`config.mk`:
```
export PLATFORM = sky130hd
export DESIGN_NAME = module_disable_and_osc_tune
export DESIGN_NICKNAME = d
export VERILOG_FILES = /design/src/verilog/module_disable_and_osc_tune.v
export VERILOG_INCLUDE_DIRS = /design/src /design/src/verilog
export SDC_FILE = /design/constraint.sdc
export NUM_CORES = 1
export LEC_CHECK = 0
export BUFFER_PORTS_ARGS = -buffer_cell sky130_fd_sc_hd__buf_2
export CORE_MARGIN = 5
export CORE_UTILIZATION = 35
export DETAILED_ROUTE_END_ITERATION = 10
export GPL_ROUTABILITY_DRIVEN = 0
export PLACE_DENSITY = 0.71
export SETUP_SLACK_MARGIN = 0.5
export SLEW_MARGIN = 20
export SYNTH_ARGS = -nofsm -noshare
export SYNTH_HDL_FRONTEND = slang
export SYNTH_SLANG_ARGS = --single-unit
```
`constraint.sdc`:
```
create_clock -name core_clk -period 1.4 [get_ports core_clk]
set_input_delay 0.07 -clock core_clk [delete_from_list [all_inputs] [get_ports core_clk]]
set_output_delay 0.07 -clock core_clk [all_outputs]
set_load 0.02 [all_outputs]
```
`src/verilog/module_disable_consts.vh`:
```
// Purpose: Offsets, field positions and reset values of the module disable and trim bank.
// Assumes: APB with 32-bit data, one register per aligned word.
// Notes: Offsets are local to the bank.
`ifndef MODULE_DISABLE_CONSTS_VH
`define MODULE_DISABLE_CONSTS_VH
`define OFS_FAST_RC_TRIM 12'h000
`define OFS_CAPTURE_COMPARE_DISABLE 12'h004
`define OFS_DMA_TRIGGER_GEN_DISABLE 12'h008
`define TRIM_W 6
`define TRIM_RESET 6'h00
`define CCD_RESET 16'h0000
`define CAPTURE_LSB 8
`define COMPARE_LSB 0
`define DMA_OFF_BIT 4
`define TRIG_OFF_BIT 3
`define DTG_RESET 1'b0
`define DMA_CHANNELS 4
`define CCD_W 16
`define UNIT_COUNT 8
`define LANE_W 8
`define LANE_LOW 0
`define LANE_HIGH 1
`define READ_ZERO 32'h0000_0000
`define PRDATA_RESET 32'h0000_0000
`endif

```
`src/verilog/module_disable_and_osc_tune.v`:
```
// Purpose: Register bank holding peripheral disable bits and the fast RC oscillator trim.
// Assumes: APB slave on core_clk, asynchronous active-low reset nrst.
// Notes: The bank answers with no wait states and every stored bit clears on reset.
// Notes on behaviour
// RULE_01: Bits 15 to 8 of the capture disable register each switch off one input capture unit.
// RULE_02: Bits 7 to 0 of the capture disable register each switch off one output compare unit.
// RULE_03: Bit 4 of the second disable register switches the DMA controller off when one.
// RULE_04: Bit 3 of the second disable register switches the trigger generator off when one.
// RULE_05: All other bits of the second disable register read zero and ignore writes.
// RULE_06: A zero trim code leaves the fast RC oscillator at its nominal centre frequency.
// RULE_07: Positive trim codes raise the frequency by about 0.047 percent per count.
// RULE_08: Trim codes with the top bit set are negative two's-complement steps.
// RULE_09: The one DMA disable bit acts on all four DMA channels together.
// RULE_10: A disabled unit has its clock gated and is held in reset until re-enabled.
//
// Added by the designer: the placing of the registers and the APB slave port.
`include "module_disable_consts.vh"
module module_disable_and_osc_tune (
  input wire core_clk,
  input wire nrst,
  input wire psel,
  input wire penable,
  input wire pwrite,
  input wire [11:0] paddr,
  input wire [31:0] pwdata,
  input wire [3:0] pstrb,
  output wire pready,
  output wire pslverr,
  output reg [31:0] prdata,
  output wire [7:0] capture_unit_off_bits,
  output wire [7:0] compare_unit_off_bits,
  output wire [7:0] capture_clk_en,
  output wire [7:0] capture_rst_n,
  output wire [7:0] compare_clk_en,
  output wire [7:0] compare_rst_n,
  output wire [`DMA_CHANNELS-1:0] dma_channel_off,
  output wire dma_clk_en,
  output wire dma_rst_n,
  output wire trigger_generator_off,
  output wire trig_clk_en,
  output wire trig_rst_n,
  output wire [5:0] trim_code,
  output wire signed [6:0] trim_steps
);
  reg [`CCD_W-1:0] ccd_r;
  reg dma_off_r;
  reg trig_off_r;
  reg [`TRIM_W-1:0] trim_r;

  wire [`CCD_W-1:0] ccd_nxt;
  reg dma_off_nxt;
  reg trig_off_nxt;
  reg [`TRIM_W-1:0] trim_nxt;
  reg [31:0] prdata_nxt;

  reg sel_trim;
  reg sel_ccd;
  reg sel_dtg;
  reg map_hit;
  wire setup_phase;
  wire access_phase;
  wire wr_en;
  wire rd_en;
  wire trim_we;
  wire dtg_we;
  wire [1:0] ccd_lane_we;
  genvar b;
  genvar i;
  genvar c;

  // Registers answer with no wait states; unmapped addresses return an error and read zero.
  assign pready = 1'b1;
  assign setup_phase = psel & ~penable;
  assign access_phase = psel & penable;
  assign pslverr = access_phase & ~map_hit;
  assign wr_en = access_phase & pwrite & map_hit;
  assign rd_en = setup_phase & ~pwrite;

  // Only the three mapped words answer; any other offset flags an error.
  always @* begin
    sel_trim = 1'b0;
    sel_ccd = 1'b0;
    sel_dtg = 1'b0;
    case (paddr)
      `OFS_FAST_RC_TRIM: begin
        sel_trim = 1'b1;
      end
      `OFS_CAPTURE_COMPARE_DISABLE: begin
        sel_ccd = 1'b1;
      end
      `OFS_DMA_TRIGGER_GEN_DISABLE: begin
        sel_dtg = 1'b1;
      end
      default: begin
        sel_trim = 1'b0;
        sel_ccd = 1'b0;
        sel_dtg = 1'b0;
      end
    endcase
    map_hit = sel_trim | sel_ccd | sel_dtg;
  end

  // A write lands at the access edge only; lanes above the low two carry no stored bits.
  assign trim_we = wr_en & sel_trim & pstrb[`LANE_LOW];
  assign dtg_we = wr_en & sel_dtg & pstrb[`LANE_LOW];
  assign ccd_lane_we[0] = wr_en & sel_ccd & pstrb[`LANE_LOW]; // RULE_02
  assign ccd_lane_we[1] = wr_en & sel_ccd & pstrb[`LANE_HIGH]; // RULE_01

  // Each byte lane guards its own eight disable bits.
  generate
    for (b = 0; b < `CCD_W; b = b + 1) begin : g_ccd_bit
      assign ccd_nxt[b] = ccd_lane_we[b / `LANE_W] ? pwdata[b] : ccd_r[b]; // RULE_01 RULE_02
    end
  endgenerate

  always @* begin
    dma_off_nxt = dma_off_r;
    if (dtg_we) begin
      dma_off_nxt = pwdata[`DMA_OFF_BIT]; // RULE_03
    end
  end

  always @* begin
    trig_off_nxt = trig_off_r;
    if (dtg_we) begin
      trig_off_nxt = pwdata[`TRIG_OFF_BIT]; // RULE_04
    end
  end

  always @* begin
    trim_nxt = trim_r;
    if (trim_we) begin
      trim_nxt = pwdata[`TRIM_W-1:0]; // RULE_06
    end
  end

  // Read data is registered in the setup cycle so it is stable through the access phase.
  always @* begin
    prdata_nxt = prdata;
    if (rd_en) begin
      case (paddr)
        `OFS_FAST_RC_TRIM: begin
          prdata_nxt = {{(32 - `TRIM_W){1'h0}}, trim_r};
        end
        `OFS_CAPTURE_COMPARE_DISABLE: begin
          prdata_nxt = {{(32 - `CCD_W){1'h0}}, ccd_r};
        end
        `OFS_DMA_TRIGGER_GEN_DISABLE: begin
          prdata_nxt = `READ_ZERO; // RULE_05
          prdata_nxt[`DMA_OFF_BIT] = dma_off_r;
          prdata_nxt[`TRIG_OFF_BIT] = trig_off_r;
        end
        default: begin
          prdata_nxt = `READ_ZERO;
        end
      endcase
    end
  end

  // Every stored bit clears on reset so all units start enabled.
  always @(posedge core_clk or negedge nrst) begin
    if (!nrst) begin
      ccd_r <= `CCD_RESET;
    end else begin
      ccd_r <= ccd_nxt;
    end
  end

  always @(posedge core_clk or negedge nrst) begin
    if (!nrst) begin
      dma_off_r <= `DTG_RESET;
      trig_off_r <= `DTG_RESET;
    end else begin
      dma_off_r <= dma_off_nxt;
      trig_off_r <= trig_off_nxt;
    end
  end

  always @(posedge core_clk or negedge nrst) begin
    if (!nrst) begin
      trim_r <= `TRIM_RESET;
    end else begin
      trim_r <= trim_nxt;
    end
  end

  always @(posedge core_clk or negedge nrst) begin
    if (!nrst) begin
      prdata <= `PRDATA_RESET;
    end else begin
      prdata <= prdata_nxt;
    end
  end

  // The unit controls are plain inverters of flip-flops, so they cannot glitch.
  generate
    for (i = 0; i < `UNIT_COUNT; i = i + 1) begin : g_unit
      wire cap_off;
      wire cmp_off;
      assign cap_off = ccd_r[`CAPTURE_LSB + i];
      assign cmp_off = ccd_r[`COMPARE_LSB + i];
      assign capture_unit_off_bits[i] = cap_off; // RULE_01
      assign compare_unit_off_bits[i] = cmp_off; // RULE_02
      assign capture_clk_en[i] = ~cap_off; // RULE_10
      assign capture_rst_n[i] = ~cap_off; // RULE_10
      assign compare_clk_en[i] = ~cmp_off; // RULE_10
      assign compare_rst_n[i] = ~cmp_off; // RULE_10
    end
  endgenerate

  generate
    for (c = 0; c < `DMA_CHANNELS; c = c + 1) begin : g_dma_ch
      assign dma_channel_off[c] = dma_off_r; // RULE_09
    end
  endgenerate
  assign dma_clk_en = ~dma_off_r; // RULE_10
  assign dma_rst_n = ~dma_off_r; // RULE_10

  assign trigger_generator_off = trig_off_r; // RULE_04
  assign trig_clk_en = ~trig_off_r; // RULE_10
  assign trig_rst_n = ~trig_off_r; // RULE_10

  // The analog cell takes the raw code; the signed step count is for the trim DAC decoder.
  assign trim_code = trim_r; // RULE_06
  assign trim_steps = {trim_r[`TRIM_W-1], trim_r}; // RULE_07 RULE_08
endmodule // module_disable_and_osc_tune

```
### After elaboration in Yosys (flattened, before gate mapping)

Index checks and enable logic that the tools add are counted.

| storage, ports and cells | value |
|---|---|
| logic and storage cells | 49 |
| flip-flop bits (word level) | 56 |

| cells by class | value |
|---|---|
| reductions and logical operators | 1 |
| multiplexer cells | 4 |
| bitwise gates (word level) | 36 |
| equal/unequal tests | 2 |

Operators with widths:

| kind | count |
|---|---|
| case mux 16 bit (3 select lines) | 1 |
| inverter 1 bit | 21 |
| AND 1 bit | 13 |
| equality test 12 x 3 -> 1 bit, second input constant | 1 |
| equality test 12 x 4 -> 1 bit, second input constant | 1 |
| logical NOT 12 bit | 1 |
| 2-to-1 mux 1 bit | 3 |
| bitwise OR 1 bit | 2 |

### Logic depth before layout (Yosys ltp)

| depth | value |
|---|---|
| word-level depth | 7 |
| mapped depth | 5 |
| depth with buffers taken out | 4 |

### Least setup slack after synthesis

OpenSTA, ideal clock, no wires.

| path | value |
|---|---|
| kind | in2reg |
| start | in paddr[9] |
| end | reg trim_r[0], in the netlist trim_code[0] |
| setup slack | -0.277 ns |
| required time | 1.275 ns |
| path buffers | 1 |
| cell stages on the path | 4 |
| arrival | 1.552 ns |
| path through | or4_4 > or4_4 > buf_6 > mux2_4 |

| on the way | value |
|---|---|
| longest elaborated chain between the ends | 7 |
| elaborated cells on any way between the ends | 11 |

Ends and longest elaborated chain:

| element | RTL line | source |
|---|---|---|
| start: declaration | module_disable_and_osc_tune.v:24 | `input wire [11:0] paddr,` |
| equality test 12 x 3 -> 1 bit or logical NOT 12 bit (tied branches) | module_disable_and_osc_tune.v:84 | `case (paddr)` |
| 2-to-1 mux 1 bit | module_disable_and_osc_tune.v:84 |  |
| bitwise OR 1 bit (2 in a row) | module_disable_and_osc_tune.v:100 | `map_hit = sel_trim \| sel_ccd \| sel_dtg;` |
| AND 1 bit | module_disable_and_osc_tune.v:76 | `assign wr_en = access_phase & pwrite & map_hit;` |
| AND 1 bit (*) (2 in a row) | module_disable_and_osc_tune.v:104 | `` assign trim_we = wr_en & sel_trim & pstrb[`LANE_LOW]; `` |
| end signal: assignment | module_disable_and_osc_tune.v:181 | `` trim_r <= `TRIM_RESET; `` |
| end signal: assignment | module_disable_and_osc_tune.v:183 | `trim_r <= trim_nxt;` |
| end: declaration | module_disable_and_osc_tune.v:48 | `` reg [`TRIM_W-1:0] trim_r; `` |

Every way passes the cells marked *; elsewhere a longest branch is shown, timed or not.
A chain may end at the register's enable or synchronous reset.

### Final worst setup path

| path | value |
|---|---|
| start | in paddr[10] |
| end | reg trim_r[0], in the netlist trim_code[0] |

The elaborated chain is that of the path after synthesis.

==> out/results.ini <==
[critical_path]
cp_max_fo=6
worstPathArrival_ps=1550
cp.required_ps=1570
crit_type=in -> reg
cp-end-kind=register
cp-start-kind=input pin
r2r_setup_slack_ps=250

[logic_synthesis]
synth-seq-cells=40
ys_types=31
yosysSeqAreaShare=0.472
ys_async_sr_fraction=1.00
synth_flop_cell=dfrtp_1
yosys_warnings=0
synth_edf_count=0
syn_inst=190
avgSynthCellArea_um2=11.2
netlist_area_mm2=0.00212

[route]
dr.pass1.iters=4
remaining_drc_errors=0
antenna_left=0
vias_per_cell=4.52
wl_per_cell_um=16.4
first_iter_violations=27
totalWireLength_um=6940
via_count=1909

[cts]
clk_pin_slew_worst_paths_ps=70
cts_tree=built
cts_buffers=5
root_buffer=clkbuf_8
clock_path_buffers=2
insertion_delay_ps=280
htreeDepth=2
cts_sinks=40

[global_route]
grt_max_degree=24
overflow=0
track_usage=0.173
gr-usage-met3=0.0386
grt_busiest_layer=met2
grt_pass1_vias=2054
antenna_found_initial=0
met2_usage=0.329
groute.layer.met1.usage=0.196
grt_first_pass_wirelength_um=10300

[timing]
finalClockSkew_ps=1.71
setup_ws_ps=21.2
min_period_ps=1380
setup-violations-final=0
post-route-period-util=0.985
slew_violations=0
rsz0062_at_grt=true
max_freq_ghz=0.725
hold_viol=0

[placement]
post-place-ws_ps=-354
dp_hpwl_um=4510
portBuffers=121

[finish]
drive_above_1_share=0.761
area_delta_synth_final_pct=84.9
n_antenna_cell=0
final_core_util=0.663
fin_nets=400

[flow_run]
maxCapViolCount=0

[power_and_ir_drop]
leakage_nw=2.02
peakVddDrop_uv=390
powerDensity_mw_per_mm2=538

[floorplan]
core_area_mm2=0.00592
initial_core_util=0.358
ios=157
dieArea_mm2=0.00772
die_h_um=87.9
num_rows=28
die_x_um=87.9

[status]
status=finished clean

[worst_hold_path]
hp-class=in -> reg

==> cell type report <==
type,instances,area [um^2]
Sequential cell,40,1010
Tap cell,75,93.8
Clock inverter,1,5.00
Clock buffer,6,72.6
Inverter,19,71.3
Multi-Input combinational cell,95,930
Fill cell,466,2000
Timing Repair Buffer,186,1740
==> final timing paths <==
kind                                        from      endpoint  depth (start not counted)
max reg2reg                trigger_generator_off     prdata[3]                          4
min reg2reg                            prdata[4]     prdata[4]                          2
min in group asynchronous                   nrst     prdata[5]                          2
max                                    paddr[10]  trim_code[0]                          4
max in group asynchronous                   nrst      ccd_r[7]                          3
min                                    pwdata[7]      ccd_r[7]                          2
==> worst max-delay path: stages <==
cell and delay (ps):
buf_6 90, or4_4 530, or4_4 520, mux2_4 330
==> sequential cells by signal, summed over array words and instances, names as in the netlist <==
register	flops
ccd_r	16
dma_off_r	1
prdata	16
trigger_generator_off	1
trim_code	6
==> power by group <==
part | total [W] | internal, W | switching, W
sequential | 0.00116 | 0.00116 | 0.000000676
clock | 0.000710 | 0.000339 | 0.000371
combinational | 0.000246 | 0.000104 | 0.000142
total | 0.00211 | 0.00160 | 0.000514
==> synth_stat cells (2+ instances only) <==
cell type	n	share of area
nand4_1	2	0.0059
nand2_1	12	0.021
or4_4	2	0.011
nor2_1	3	0.0053
dfrtp_1	40	0.47
conb_1	2	0.0035
nand3_1	2	0.0047
a22o_1	10	0.041
clkbuf_1	3	0.0053
nor4_1	3	0.0088
a22oi_1	4	0.014
and3_1	2	0.0059
or4_1	2	0.0071
mux2_4	6	0.042
buf_4	46	0.16
inv_1	19	0.034
mux2_2	18	0.096
==> cell usage in the layout (no fill, tap or decap), types with 2 or more instances in the layout <==
cell type,instances
buf_6,102
or4_4,4
conb_1,17
nor2_4,2
nor4_4,4
nand4_1,2
inv_2,18
nor2_1,2
nand2_1,11
a22o_1,10
dfrtp_1,33
dfrtp_2,7
a22oi_2,4
buf_4,51
mux2_4,23
clkbuf_8,5
buf_2,29
buf_12,2
==> what timing repair did <==
| action | in CTS | in global routing |
|---|---|---|
| cloned | 0 | 0 |
| endpoints found under the setup margin | 122 | 127 |
| endpoints found under the hold margin | 17 | 0 |
| buffers inserted | 33 | 8 |
| hold buffers | 1 | 0 |
| pin swaps | 24 | 8 |
| gates resized for setup | 210 | 31 |
==> kinds of logic (layout without fill, tap and decap cells) <==
logic type	after synthesis	count (layout)	share of synthesized area
mux	25	25	0.143
simple gates	35	35	0.103
compound gates	18	18	0.0702
flops	40	40	0.472
buf+inv	70	212	0.209
other cells	2	17	0.00354
==> per-layer routing <==
layer	part of all wire	vias to the layer above
met5	0	-
met4	0.014	0
met3	0.064	9
met2	0.58	75
met1	0.34	931
li1	-	894
==> metrics by stage <==
step	TNS, ps	cells	power, W	cell area, um^2	hold slack (ps)
3_5_place_dp	-8140	373	0.00138	2790	29.6
2_1_floorplan	-2000	205	0.00130	2290	-226
6_report	0	422	0.00211	3920	14.3
5_1_grt	-47.1	422	0.00220	3920	5.92
4_1_cts	0	414	0.00211	3760	3.16
3_3_place_gp	-6940	373	0.00138	2790	24.4
(Power assumes the default switching activity.)
